File: config.mk
export PLATFORM = sky130hd
export DESIGN_NAME = output_channel_divider
export DESIGN_NICKNAME = d
export VERILOG_FILES = /design/src/hw/chan_div_pkg.sv /design/src/hw/output_channel_divider.sv
export SDC_FILE = /design/constraint.sdc
export NUM_CORES = 1
export LEC_CHECK = 0
export ABC_AREA = 1
export BUFFER_PORTS_ARGS = -buffer_cell sky130_fd_sc_hd__buf_4
export CAP_MARGIN = 20
export CORE_MARGIN = 8
export CORE_UTILIZATION = 56
export CTS_BUF_LIST = sky130_fd_sc_hd__clkbuf_8
export DETAILED_ROUTE_END_ITERATION = 12
export PLACE_DENSITY = 0.82
export REMOVE_ABC_BUFFERS = 1
export SYNTH_ARGS = -nofsm -noshare
export SYNTH_HDL_FRONTEND = slang
export SYNTH_SLANG_ARGS = --single-unit
File: constraint.sdc
create_clock -name i_clk -period 1.9 [get_ports i_clk]
set_input_delay 0.19 -clock i_clk [delete_from_list [all_inputs] [get_ports i_clk]]
set_output_delay 0.19 -clock i_clk [all_outputs]
set_load 0.1 [all_outputs]
File: src/hw/chan_div_pkg.sv
// constants for the channel divider register block
package chan_div_pkg;
    localparam logic [8:0] ADDR_DIV0_CYCLE_COUNTS = 9'h190;
    localparam logic [8:0] ADDR_DIV0_CONTROL = 9'h191;
    localparam logic [8:0] ADDR_CHAN0_PATH_CONTROL = 9'h192;
    localparam logic [8:0] ADDR_DIV1_CYCLE_COUNTS = 9'h193;
    localparam logic [8:0] ADDR_DIV1_CONTROL = 9'h194;
    localparam logic [7:0] RST_DIV0_CYCLE_COUNTS = 8'h77;
    localparam logic [7:0] RST_DIV1_CYCLE_COUNTS = 8'h33;
    localparam logic [7:0] RST_CONTROL = 8'h00;
    localparam logic [7:0] RST_PATH_CONTROL = 8'h00;
    localparam logic [7:0] PATH_CONTROL_MASK = 8'h07;
    localparam int LOW_MSB = 7;
    localparam int LOW_LSB = 4;
    localparam int HIGH_MSB = 3;
    localparam int HIGH_LSB = 0;
    localparam int BIT_BYPASS = 7;
    localparam int BIT_IGNORE_SYNC = 6;
    localparam int BIT_FORCE = 5;
    localparam int BIT_START_HIGH = 4;
    localparam int PHASE_MSB = 3;
    localparam int PHASE_LSB = 0;
    localparam int BIT_POWER_DOWN = 2;
    localparam int BIT_DIRECT = 1;
    localparam int BIT_DCC_DISABLE = 0;
    localparam logic [1:0] MUX_VCO = 2'h2;
    localparam logic [1:0] MUX_EXT = 2'h0;
endpackage

File: src/hw/output_channel_divider.sv
// register block and divider logic for output channel group 0
`timescale 1ns/10ps

module output_channel_divider
    import chan_div_pkg::*;
#(
    parameter int CNT_W = 4
)
(
    input wire logic i_clk,
    input wire logic i_sys_rst,
    input wire logic i_wr_en,
    input wire logic [8:0] i_addr,
    input wire logic [7:0] i_wr_data,
    input wire logic [8:0] i_rd_addr,
    input wire logic i_div_in,
    input wire logic i_vco_clk,
    input wire logic i_ext_clk,
    input wire logic [1:0] i_input_mux,
    input wire logic i_sync_n,
    input wire logic i_invert,
    output logic [7:0] o_rd_data,
    output logic o_group0_output_a,
    output logic o_group0_output_b,
    output logic o_group0_output_c,
    output logic o_group0_power_down,
    output logic o_duty_cycle_correction,
    output logic o_div1_out
);

    ////////////////////////////////////////////////////////////////////////////
    // registers
    // bytes are stored whole, path control masked to its low three bits, and fields are sliced where they are used
    logic [7:0] div0_cycle_counts_r;
    logic [7:0] div0_control_r;
    logic [7:0] chan0_path_control_r;
    logic [7:0] div1_cycle_counts_r;
    logic [7:0] div1_control_r;

    // one divider's state: phase down-counter, running counter, level
    // the counter is CNT_W bits; wider count fields would need a wider counter
    typedef enum logic [1:0] {ST_HOLD, ST_PHASE, ST_RUN} div_state_t;
    div_state_t st0_r, st0_nxt, st1_r, st1_nxt;
    logic [CNT_W-1:0] cnt0_r, cnt0_nxt, cnt1_r, cnt1_nxt;
    logic lvl0_r, lvl0_nxt, lvl1_r, lvl1_nxt;

    // sync and clock pins pass three flops; a change counts when stages two and three agree
    logic [2:0] sync_sh_r;
    logic [2:0] vco_sh_r;
    logic [2:0] ext_sh_r;
    logic [2:0] din_sh_r;
    logic sync_n_r;
    logic vco_r;
    logic ext_r;
    logic din_r;
    logic din_prev_r;

    ////////////////////////////////////////////////////////////////////////////
    // register writes; unused bits of the path control stay zero
    // a write lands on the edge that samples the strobe; there are no read
    // side effects, so polling never disturbs the dividers
    always_ff @(posedge i_clk)
    begin
        if (i_sys_rst)
        begin
            div0_cycle_counts_r <= RST_DIV0_CYCLE_COUNTS;
            div0_control_r <= RST_CONTROL;
            chan0_path_control_r <= RST_PATH_CONTROL;
            div1_cycle_counts_r <= RST_DIV1_CYCLE_COUNTS;
            div1_control_r <= RST_CONTROL;
        end
        else if (i_wr_en)
        begin
            case (i_addr)
                ADDR_DIV0_CYCLE_COUNTS: div0_cycle_counts_r <= i_wr_data;
                ADDR_DIV0_CONTROL: div0_control_r <= i_wr_data;
                ADDR_CHAN0_PATH_CONTROL: chan0_path_control_r <= i_wr_data & PATH_CONTROL_MASK;
                ADDR_DIV1_CYCLE_COUNTS: div1_cycle_counts_r <= i_wr_data;
                ADDR_DIV1_CONTROL: div1_control_r <= i_wr_data;
                default: ;
            endcase
        end
    end

    // read mux; unmapped addresses read zero
    // the read data is registered, so it shows the register one cycle late
    // a held read address makes the port a live monitor of that register
    logic [7:0] rd_sel;
    assign rd_sel = (i_rd_addr == ADDR_DIV0_CYCLE_COUNTS) ? div0_cycle_counts_r :
                    (i_rd_addr == ADDR_DIV0_CONTROL) ? div0_control_r :
                    (i_rd_addr == ADDR_CHAN0_PATH_CONTROL) ? chan0_path_control_r :
                    (i_rd_addr == ADDR_DIV1_CYCLE_COUNTS) ? div1_cycle_counts_r :
                    (i_rd_addr == ADDR_DIV1_CONTROL) ? div1_control_r : 8'h00;

    ////////////////////////////////////////////////////////////////////////////
    // synchronisers; first stage feeds only the second
    // the divider input is sampled, not used as a clock: it must stay at or below
    // a quarter of the system clock or edges are lost
    always_ff @(posedge i_clk)
    begin
        if (i_sys_rst)
        begin
            sync_sh_r <= 3'h7;
            vco_sh_r <= 3'h0;
            ext_sh_r <= 3'h0;
            din_sh_r <= 3'h0;
            sync_n_r <= 1'h1;
            vco_r <= 1'h0;
            ext_r <= 1'h0;
            din_r <= 1'h0;
            din_prev_r <= 1'h0;
        end
        else
        begin
            sync_sh_r <= {sync_sh_r[1:0], i_sync_n};
            vco_sh_r <= {vco_sh_r[1:0], i_vco_clk};
            ext_sh_r <= {ext_sh_r[1:0], i_ext_clk};
            din_sh_r <= {din_sh_r[1:0], i_div_in};
            if (sync_sh_r[1] == sync_sh_r[2])
                sync_n_r <= sync_sh_r[2];
            if (vco_sh_r[1] == vco_sh_r[2])
                vco_r <= vco_sh_r[2];
            if (ext_sh_r[1] == ext_sh_r[2])
                ext_r <= ext_sh_r[2];
            if (din_sh_r[1] == din_sh_r[2])
                din_r <= din_sh_r[2];
            din_prev_r <= din_r;
        end
    end

    // one pulse per rising edge of the divider input clock
    // a lost edge only stretches one half period; nothing latches it
    logic tick;
    assign tick = din_r & ~din_prev_r;

    ////////////////////////////////////////////////////////////////////////////
    // one divider step, shared by both dividers
    // a held sync wins over a tick, so every release restarts from hold
    typedef struct packed {
        div_state_t st;
        logic [CNT_W-1:0] cnt;
        logic lvl;
    } div_step_t;

    function automatic div_step_t div_step(input div_state_t st, input logic [CNT_W-1:0] cnt,
                                           input logic lvl, input logic [7:0] counts,
                                           input logic [7:0] ctrl, input logic sync_hold,
                                           input logic tk);
        div_step_t r;
        r.st = st;
        r.cnt = cnt;
        r.lvl = lvl;
        if (sync_hold)
        begin
            // held in sync: park at start level, reload phase
            r.st = ST_HOLD;
            r.lvl = ctrl[BIT_START_HIGH];
            r.cnt = ctrl[PHASE_MSB:PHASE_LSB];
        end
        else if (tk)
        begin
            case (st)
                ST_HOLD:
                begin
                    // the first tick after hold only arms the phase count
                    r.st = ST_PHASE;
                    r.cnt = ctrl[PHASE_MSB:PHASE_LSB];
                    r.lvl = ctrl[BIT_START_HIGH];
                end
                ST_PHASE:
                begin
                    // the phase offset is counted down before the first half period
                    if (cnt == '0)
                    begin
                        r.st = ST_RUN;
                        r.cnt = lvl ? counts[HIGH_MSB:HIGH_LSB] : counts[LOW_MSB:LOW_LSB];
                    end
                    else
                        r.cnt = cnt - 1'b1;
                end
                ST_RUN:
                begin
                    // half periods of field+1 ticks each; period is the sum
                    if (cnt == '0)
                    begin
                        r.lvl = ~lvl;
                        r.cnt = lvl ? counts[LOW_MSB:LOW_LSB] : counts[HIGH_MSB:HIGH_LSB];
                    end
                    else
                        r.cnt = cnt - 1'b1;
                end
                default: r.st = ST_HOLD;
            endcase
        end
        return r;
    endfunction

    // sync is held when the pin is low and the divider obeys it
    // sync is a level: while it is held the phase reloads every cycle
    logic hold0, hold1;
    assign hold0 = ~sync_n_r & ~div0_control_r[BIT_IGNORE_SYNC];
    assign hold1 = ~sync_n_r & ~div1_control_r[BIT_IGNORE_SYNC];

    // both dividers step on the same tick so their edges stay aligned
    div_step_t step0, step1;
    assign step0 = div_step(st0_r, cnt0_r, lvl0_r, div0_cycle_counts_r, div0_control_r, hold0,
                            tick);
    assign step1 = div_step(st1_r, cnt1_r, lvl1_r, div1_cycle_counts_r, div1_control_r, hold1,
                            tick);
    assign st0_nxt = step0.st;
    assign cnt0_nxt = step0.cnt;
    assign lvl0_nxt = step0.lvl;
    assign st1_nxt = step1.st;
    assign cnt1_nxt = step1.cnt;
    assign lvl1_nxt = step1.lvl;

    // divider state; bypass holds the counter idle to save power
    // leaving bypass restarts the divider from hold at level low until a tick or held sync loads its start level
    // idle state flops stand in for the divider's own power-down
    always_ff @(posedge i_clk)
    begin
        if (i_sys_rst || div0_control_r[BIT_BYPASS])
        begin
            st0_r <= ST_HOLD;
            cnt0_r <= '0;
            lvl0_r <= 1'b0;
        end
        else
        begin
            st0_r <= st0_nxt;
            cnt0_r <= cnt0_nxt;
            lvl0_r <= lvl0_nxt;
        end
    end

    // divider 1 runs from the same input clock as divider 0
    always_ff @(posedge i_clk)
    begin
        if (i_sys_rst || div1_control_r[BIT_BYPASS])
        begin
            st1_r <= ST_HOLD;
            cnt1_r <= '0;
            lvl1_r <= 1'b0;
        end
        else
        begin
            st1_r <= st1_nxt;
            cnt1_r <= cnt1_nxt;
            lvl1_r <= lvl1_nxt;
        end
    end

    ////////////////////////////////////////////////////////////////////////////
    // divider output: bypass, force, or counted level
    // force only counts when sync is ignored; software keeps that pairing
    function automatic logic div_out(input logic [7:0] ctrl, input logic lvl,
                                     input logic din);
        logic o;
        o = lvl;
        if (ctrl[BIT_BYPASS])
            o = din;
        else if (ctrl[BIT_IGNORE_SYNC] && ctrl[BIT_FORCE])
            o = ctrl[BIT_START_HIGH];
        // ignore-sync with force clear parks the output low; the counter keeps
        // running underneath, so clearing ignore-sync resumes mid-period
        else if (ctrl[BIT_IGNORE_SYNC])
            o = 1'b0;
        return o;
    endfunction

    // divider levels before path select and polarity
    logic div0_level, div1_level;
    assign div0_level = div_out(div0_control_r, lvl0_r, din_r);
    assign div1_level = div_out(div1_control_r, lvl1_r, din_r);

    // with ignore-sync set and force clear the output is forced low unless bypass is set
    logic div0_forced_low;
    assign div0_forced_low = div0_control_r[BIT_IGNORE_SYNC] & ~div0_control_r[BIT_FORCE] &
                             ~div0_control_r[BIT_BYPASS];

    // path select: direct routes only for mux codes 10b and 00b
    // mux codes 01b and 11b keep the divider path even with direct set
    logic direct_on;
    logic path_level;
    assign direct_on = chan0_path_control_r[BIT_DIRECT];
    assign path_level = (direct_on && i_input_mux == MUX_VCO) ? vco_r :
                        (direct_on && i_input_mux == MUX_EXT) ? ext_r :
                        (div0_forced_low ? 1'b0 : div0_level);

    // driver polarity applies in every path, bypass included
    // the invert pin is a static strap, so it is not synchronised
    logic chan_level;
    logic pwr_down;
    assign chan_level = path_level ^ i_invert;
    assign pwr_down = chan0_path_control_r[BIT_POWER_DOWN];

    ////////////////////////////////////////////////////////////////////////////
    // registered outputs; power-down parks all three low
    // power-down wins over polarity, so a parked pin never inverts high
    // the three pins share one level but keep their own flops
    // divider 1 is exported as a level only; its channel lies outside
    always_ff @(posedge i_clk)
    begin
        if (i_sys_rst)
        begin
            o_rd_data <= 8'h00;
            o_group0_output_a <= 1'b0;
            o_group0_output_b <= 1'b0;
            o_group0_output_c <= 1'b0;
            o_group0_power_down <= 1'b0;
            o_duty_cycle_correction <= 1'b1;
            o_div1_out <= 1'b0;
        end
        else
        begin
            o_rd_data <= rd_sel;
            o_group0_output_a <= ~pwr_down & chan_level;
            o_group0_output_b <= ~pwr_down & chan_level;
            o_group0_output_c <= ~pwr_down & chan_level;
            o_group0_power_down <= pwr_down;
            o_duty_cycle_correction <= ~chan0_path_control_r[BIT_DCC_DISABLE];
            o_div1_out <= div1_level;
        end
    end

endmodule // output_channel_divider

== Yosys cells after proc, flatten, opt, wreduce, memory -nomap -nowiden ==
Index checks and enable logic that the tools add are counted.

* Add/sub/neg operators: 2
* Eq/ne operators: 23
* Mux-type cells: 36
* Bitwise logic cells: 19
* Reductions and logical operators: 30

{| class="wikitable"
|+ Operator list
! operator !! count
|-
| $eq 9x9->1 const B || 10
|-
| $mux 8 || 5
|-
| $mux 4 || 8
|-
| $pmux 4 s3 || 2
|-
| $mux 5 || 4
|-
| $reduce_and 2->1 || 7
|-
| $not 1->1 || 12
|-
| $pmux 2 s3 || 2
|-
| $reduce_and 3->1 || 4
|-
| $mux 1 || 11
|-
| $logic_not 4->1 || 2
|-
| $reduce_bool 4->1 || 2
|-
| $sub 4x1->4 const B || 2
|-
| $and 1x1->1 || 6
|-
| $eq 2x2->1 const B || 3
|-
| $logic_not 2->1 || 3
|-
| $ne 3x3->1 const B || 2
|-
| $reduce_bool 3->1 || 2
|-
| $eq 1x1->1 || 4
|-
| $eq 2x1->1 const B || 2
|-
| $logic_and 1x1->1 || 4
|-
| $mux 2 || 2
|-
| $ne 2x2->1 const B || 2
|-
| $pmux 1 s2 || 2
|-
| other kinds (4) || 7
|}

* Register bits after elaboration: 78
* Input port bits: 36
* Output and inout port bits: 14

== Depth between registers and ports, before layout ==
Gate-level depths: netlist of the first run.

* Depth in word-level cells: 8
* Gate-level depth with buffers: 9

== Worst setup path before layout of the first run ==
Ideal clock, no wire load.

* Path kind: register -> output
* From: register o_group0_output_c (netlist name)
* To: output port o_group0_output_b
* Arrival: 1374 ps
* Required time: 1710 ps
* Path slack: 336 ps
* Stages on the path, launching flop included: 2
* Path buffers: 1
* Path through: dfxtp_1 buf_4

{| class="wikitable"
|+ RTL lines
! element !! RTL line !! text
|-
| end, declared || output_channel_divider.sv:24 || <nowiki>output logic o_group0_output_b,</nowiki>
|}

== Final worst setup path of the first run ==
* From: register st0_r[0]
* To: register cnt0_r[0]

* Longest elaborated chain between the ends: 4
* Elaborated cells between the ends (all ways): 8

{| class="wikitable"
|+ RTL lines
! element !! RTL line !! text
|-
| start, declared || output_channel_divider.sv:43 || <nowiki>div_state_t st0_r, st0_nxt, st1_r, st1_nxt;</nowiki>
|-
| start signal, assigned || output_channel_divider.sv:230 || <nowiki>st0_r <= st0_nxt;</nowiki>
|-
| $eq 2x2->1 (tied with other cells) || output_channel_divider.sv:162 || <nowiki>case (st)</nowiki>
|-
| $pmux 4 s3 || output_channel_divider.sv:162 ||
|-
| $mux 5 || output_channel_divider.sv:160 || <nowiki>else if (tk)</nowiki>
|-
| $mux 5 || output_channel_divider.sv:153 || <nowiki>if (sync_hold)</nowiki>
|-
| end signal, assigned || output_channel_divider.sv:231 || <nowiki>cnt0_r <= cnt0_nxt;</nowiki>
|-
| end, declared || output_channel_divider.sv:44 || <nowiki>logic [CNT_W-1:0] cnt0_r, cnt0_nxt, cnt1_r, cnt1_nxt;</nowiki>
|}

Parallel ways exist; a longest one is shown, timed or not. The select of a mux whose other input is x is not followed.
A chain may end at the register's enable or synchronous reset.

==> impl_metrics.toml, run 1 <==
[final_layout]
fin_area_sq_mm = 0.00466
nets = 644
drive_gt1_share_pct = 18.6
fin_cells = 699
syn_to_final_growth_pct = 18.6
fin_util_pct = 68.6
fillers = 577
diodes = 0

[setup_path]
startpoint = "st0_r[0]"
cp_max_fo = 5
endpoint = "cnt0_r[0]"
critical_path_class = "reg2reg"
cp.arrival_ns = 1.81
r2r_slack_ns = 0.34
required_ns = 2.15
rr_worst_depth = 8
regToRegEndpoint = "cnt0_r[0]"
critPathCaptureType = "flip-flop"
worstSetupStartpointType = "flip-flop"
r2r-start = "st0_r[0]"

[sta]
whs_ns = 0.0346
drv_slew = 0
fmax_mhz = 639
finalWorstPathRequiredPeriod_ns = 1.56
finalHoldViolCount = 0
slew_headroom_pct = 70.0
rsz0062_at_grt = "false"
worst_pin_slew_ns = 0.450
skew_ns = 0.0103
min_period_over_period_pct = 82.3
setup_viol = 0

[min_path]
hold_path_class = "in2reg"
holdPathStages = 3

[synthesis]
yosys-top-cells-area = "dfxtp_1 (40%), a21oi_1 (9.7%), nand2_1 (7.9%)"
synth_edf_count = 0
synthArstFlopShare_pct = 0
ys_seq_area_share_pct = 39.7
synth_common_cells = "nand2_1 (83), dfxtp_1 (78), a21oi_1 (76), inv_1 (75), nor2_1 (64)"
synthMostInstantiatedCell = "nand2_1"
yosys_warnings = 0
synthCells = 546
synth_seq_cells = 78
synth_cell_types = 32
synth_area_sq_mm = 0.00393
ys.flop_type = "dfxtp_1"
synth.avg_cell_area_sq_um = 7.20
netlist.area_leader.share_pct = 39.7
yosys.area.top_type = "dfxtp_1"

[clock_tree]
cts_buffers = 9
cts_tree = "built"
post_cts_buffers = 0
clock-sinks = 78
ctsResizeCount = 0
h-tree-depth = 3
clk_path_buf_depth = 2
hold_buffers = 0
root_buffer = "clkbuf_8"
clkTransAtPathRegs_ns = 0.08
clk_latency_ns = 0.35

[global_route]
grtUsageTotal_pct = 20.1
grt_start_max_net_pins = 29
grt_pass1_wl_microns = 16100
first_global_vias = 3515
grt_overflow = 0
grt_antenna_before_repair = 0

[floorplanning]
fp-row-count = 30
dieHeight_microns = 99.8
fp.coreArea_sq_mm = 0.00679
initial_core_util_pct = 57.8
die_w_microns = 99.8
pin_count = 50
die_area_sq_mm = 0.00995

[job]
drv_cap = 0

[detailed_routing]
postRouteAntennaNets = 0
num_vias = 3739
first_pass_iters = 6
post_drt_wl_per_cell_microns = 13.9
wirelength_microns = 9700
viasPerCell = 5.35
detail_route.iter0.violations = 256
drc = 0

[place]
hpwl_microns = 7420
place_area_sq_mm = 0.00436
port_buffers = 49
gp_congestion = 0.909
placed_cells = 682

[power]
power.density_mw_per_mm2 = 781
p_switching_uw = 766
worst_ir_drop_vdd_uv = 534
p_leak_uw = 0.00201
power_frac_seq_pct = 45.5
swShare_pct = 21.1
p_total_uw = 3640
pwr-share-comb_pct = 6.5
intPower_uw = 2870
p_clk_share_pct = 48.1

[outcome]
status = "completed"
==> final cells by class <==
class,instances,area [sq um],area share (%)
Clock buffer,9,124,2.66
Tap cell,96,120,2.58
Timing Repair Buffer,57,430,9.24
Clock inverter,7,160,3.44
Multi-Input combinational cell,372,1960,42.1
Inverter,80,300,6.45
Sequential cell,78,1560,33.5
==> metrics by stage <==
step	setup TNS (ns)	worst slack (ns)
global placement	0	0.441
global route	0	0.188
floorplan	-1.46	-0.487
CTS	0	0.364
finish	0	0.336
detailed placement	0	0.369
==> layer usage <==
layer  vias to the layer above  GRT usage, %  routed length, microns
li1                       1894             -                       -
met3                        26          3.77                     559
met1                      1692          23.9                    4170
met2                       127          33.8                    4660
met4                         0          10.2                     306
met5                         -             0                       0
==> critical path: stages (launching register included) <==
cell	delay [ns]
dfxtp_1	0.34
inv_1	0.07
ha_1	0.24
o21ai_0	0.17
nand2_1	0.10
a21oi_2	0.23
inv_2	0.08
o21ai_0	0.18
a21oi_1	0.06
==> registers in the layout, summed over array words and instances (netlist names), 2 cells and up <==
name,flops
vco_sh_r,3
cnt1_r,4
ext_sh_r,3
st1_r,2
cnt0_r,4
div0_control_r,8
sync_sh_r,3
div0_cycle_counts_r,8
din_sh_r,3
chan0_path_control_r,3
st0_r,2
div1_cycle_counts_r,8
o_rd_data,8
div1_control_r,8
==> power groups by stage <==
stage               clock, uW  combinational [uW]  sequential (uW)
floorplan                   0                76.4             1720
global placement            0                 225             1690
detailed placement          0                 230             1690
CTS                      1750                 232             1650
global route             1840                 255             1660
finish                   1750                 235             1650
==> cell families (layout without fill, tap and decap cells) <==
| logic type | count (synthesis) | after routing | synth area share (%) |
|---|---|---|---|
| AND/OR/NAND/NOR | 193 | 193 | 22.3 |
| AO/OA/AOI/OAI | 167 | 167 | 24.0 |
| buffers and inverters | 96 | 153 | 10.3 |
| flip-flops | 78 | 78 | 39.7 |
| adder cells (fa/ha/maj) | 10 | 10 | 3.18 |
| XOR/XNOR | 2 | 2 | 0.446 |
==> how the worst min path moves through the flow <==
stage                     slack, ns  startpoint      endpoint
after floorplan                0.26   i_sys_rst   din_sh_r[0]
after global placement         0.38    i_sync_n  sync_sh_r[0]
after detailed placement       0.38    i_sync_n  sync_sh_r[0]
after CTS                      0.01    i_sync_n  sync_sh_r[0]
after global routing           0.03   i_vco_clk   vco_sh_r[0]
final                          0.03    i_div_in   din_sh_r[0]
==> placed cells by master (no fill, tap or decap), types with 4 or more instances in the layout <==
master	netlist	routed
bufinv_16	0	5
buf_4	2	56
inv_1	75	75
ha_1	10	10
inv_2	5	5
nand3_2	4	4
nor2_2	4	4
a211oi_2	8	8
nand2_1	83	83
dfxtp_1	78	78
o211ai_1	4	4
a21oi_1	76	76
nand4_1	4	4
nand3_1	18	18
o21ai_0	62	62
or2_2	6	6
o22ai_1	6	6
clkbuf_8	0	9
a21oi_2	4	4
nor2_1	64	64
Power figures use the tool's default switching activity.
==> run 2, diff against run 1 <==
--- a/config.mk
+++ b/config.mk
@@ -5,7 +5,7 @@
 export SDC_FILE = /design/constraint.sdc
 export NUM_CORES = 1
 export LEC_CHECK = 0
-export ABC_AREA = 1
+export ABC_AREA = 0
 export BUFFER_PORTS_ARGS = -buffer_cell sky130_fd_sc_hd__buf_4
 export CAP_MARGIN = 20
 export CORE_MARGIN = 8
==> constraint.sdc (replaced) <==
create_clock -name i_clk -period 1.5 [get_ports i_clk]
set_input_delay 0.15 -clock i_clk [delete_from_list [all_inputs] [get_ports i_clk]]
set_output_delay 0.15 -clock i_clk [all_outputs]
set_load 0.1 [all_outputs]
==> impl_metrics.toml, run 2 <==
[clock_tree]
h-tree-depth = 3
cts_tree = "built"
clk_latency_ns = 0.36
cts_buffers = 9
root_buffer = "clkbuf_8"
clk_path_buf_depth = 2
clkTransAtPathRegs_ns = 0.09
clock-sinks = 78

[setup_path]
critical_path_class = "reg2reg"
startpoint = "cnt1_r[1]"
rr_worst_depth = 7
regToRegEndpoint = "cnt1_r[3]"
cp_max_fo = 3
r2r_slack_ns = -0.37
crit_chain = "inv_2 > ha_4 > or3b_4 > a222oi_1 > nor4_1 > a211oi_1 > nor3_1"
slowest_stage = "or3b_4"
critPathCaptureType = "flip-flop"
cp.arrival_ns = 2.11
r2r-start = "cnt1_r[1]"
max_stage_delay_ns = 0.40
worstSetupStartpointType = "flip-flop"
required_ns = 1.74

[synthesis]
yosys_warnings = 0
synth_cell_types = 49
synth_edf_count = 0
synth_seq_cells = 78
synth_common_cells = "dfxtp_1 (78), nor2_1 (53), a21oi_1 (31), mux2i_1 (27), nor2b_1 (23)"
ys_seq_area_share_pct = 41.4
netlist.area_leader.share_pct = 41.4
synthMostInstantiatedCell = "dfxtp_1"
ys.flop_type = "dfxtp_1"
synthCells = 429
synth_area_sq_mm = 0.00378
synth.avg_cell_area_sq_um = 8.80
yosys-top-cells-area = "dfxtp_1 (41%), mux2i_1 (7.2%), nor2_1 (5.3%)"
yosys.area.top_type = "dfxtp_1"
synthArstFlopShare_pct = 0

[sta]
fmax_mhz = 536
finalWorstPathRequiredPeriod_ns = 1.87
worst_pin_slew_ns = 0.377
drv_slew = 0
slew_headroom_pct = 74.6
final.setup.worst_slack_ns = -0.365
skew_ns = 0.00722
rsz0062_at_grt = "true"
min_period_over_period_pct = 124
finalHoldViolCount = 0
tns_ns = -2.42
setup_viol = 12

[detailed_routing]
viasPerCell = 5.83
postRouteAntennaNets = 0
wl_met2_microns = 5760
num_vias = 3567
wl_met3_microns = 458
highest_layer = "met4"
drc = 0
detail_route.iter0.violations = 240
wirelength_microns = 10900
first_pass_iters = 5
wl_met1_microns = 4340
post_drt_wl_per_cell_microns = 17.8

[final_layout]
fin_util_pct = 77.8
final_common_cell = "buf_4"
drive_gt1_share_pct = 39.5
fin_area_sq_mm = 0.00517
fillers = 433
nets = 573
syn_to_final_growth_pct = 36.9
final_cell_mix = "buf_4 (99), dfxtp_1 (71), nor2_1 (53)"
diodes = 0

[job]
drv_cap = 0

[global_route]
grtUsageTotal_pct = 21.9
grt_pass1_wl_microns = 17000
first_global_vias = 3585
grt_antenna_before_repair = 0
grt_start_max_net_pins = 27
grt_overflow = 0

[place]
gp_congestion = 0.901
place_ws_ns = -0.433
port_buffers = 49
place_area_sq_mm = 0.00453
hpwl_microns = 7640

[floorplanning]
fp-row-count = 30
dieHeight_microns = 98.1
initial_core_util_pct = 56.8
fp.coreArea_sq_mm = 0.00664
pin_count = 50
die_area_sq_mm = 0.00963
die_w_microns = 98.1

[outcome]
status = "finished with violations"
violations = "setup timing"

[min_path]
worstHoldStart = "i_ext_clk"
hold_path_class = "in2reg"
whs_endpoint = "ext_sh_r[0]"
holdPathStages = 2

[power]
p_leak_uw = 0.00201
p_total_uw = 3930
worst_ir_drop_vdd_uv = 602
power.density_mw_per_mm2 = 761
## run 2: cell families (layout without fill, tap and decap cells)
kind of cell               after synthesis  in the layout  share of synthesized area (%)
buffers and inverters                   44            146                           4.94
AOI/OAI and AO/OA                      105            105                           18.1
DFF                                     78             78                           41.4
and+or+nand+nor                        152            153                           21.3
xor gates and xnor gates                 1              1                          0.232
muxes                                   39             39                           10.7
adders and majority gates               10             10                           3.31
## run 2: report_power, final
part	internal, uW	leakage, uW	total [uW]	switching [uW]
clock	671	0.0000950	1510	836
combinational	150	0.00128	336	187
sequential	2080	0.000635	2090	8.35
total	2900	0.00201	3930	1030
## run 2: metal layers
metal / up-vias / GRT usage [%]
met1: 1711 / 22.8
met2: 99 / 40.1
met4: 0 / 11.0
met5: - / 0
met3: 31 / 5.05
li1: 1726 / -
## run 2: worst max-delay path: cells and delay by family (launching register included)
| family | cells | cell delay [ns] |
|---|---|---|
| AOI/OAI and AO/OA | 2 | 0.59 |
| buffers and inverters | 1 | 0.08 |
| adders and majority gates | 1 | 0.13 |
| DFF | 1 | 0.34 |
| and+or+nand+nor | 3 | 0.61 |
## run 2: repair_timing
action | in CTS | in global routing
setup endpoints to repair | 15 | 21
hold buffers | 2 | 0
resized for setup | 78 | 20
buffers inserted | 7 | 2
pin swaps | 29 | 16
cloned | 1 | 0
endpoints found under the hold margin | 2 | 0
## run 2: how the worst max path moves through the flow
stage / endpoint / slack, ns / cells after the start
2_1_floorplan: o_group0_output_a / -0.85 / 0
3_3_place_gp: lvl0_r / -0.38 / 6
3_5_place_dp: cnt1_r[3] / -0.43 / 7
4_1_cts: lvl0_r / -0.25 / 6
5_1_grt: cnt1_r[3] / -0.38 / 7
6_report: cnt1_r[3] / -0.37 / 7
## run 2: stage by stage
stage / hold slack, ns / cells
3_5_place_dp: 0.340 / 585
6_report: 0.00990 / 612
2_1_floorplan: 0.219 / 404
4_1_cts: 0.00116 / 610
3_3_place_gp: 0.336 / 585
5_1_grt: 0.00154 / 612
## run 2: cell type report
type	count	area (sq um)	share of cell area, %
Tap cell	80	100	1.94
Clock inverter	6	53.8	1.04
Sequential cell	78	1580	30.5
Clock buffer	10	138	2.66
Timing Repair Buffer	111	888	17.2
Inverter	19	76.3	1.48
Multi-Input combinational cell	308	2340	45.2
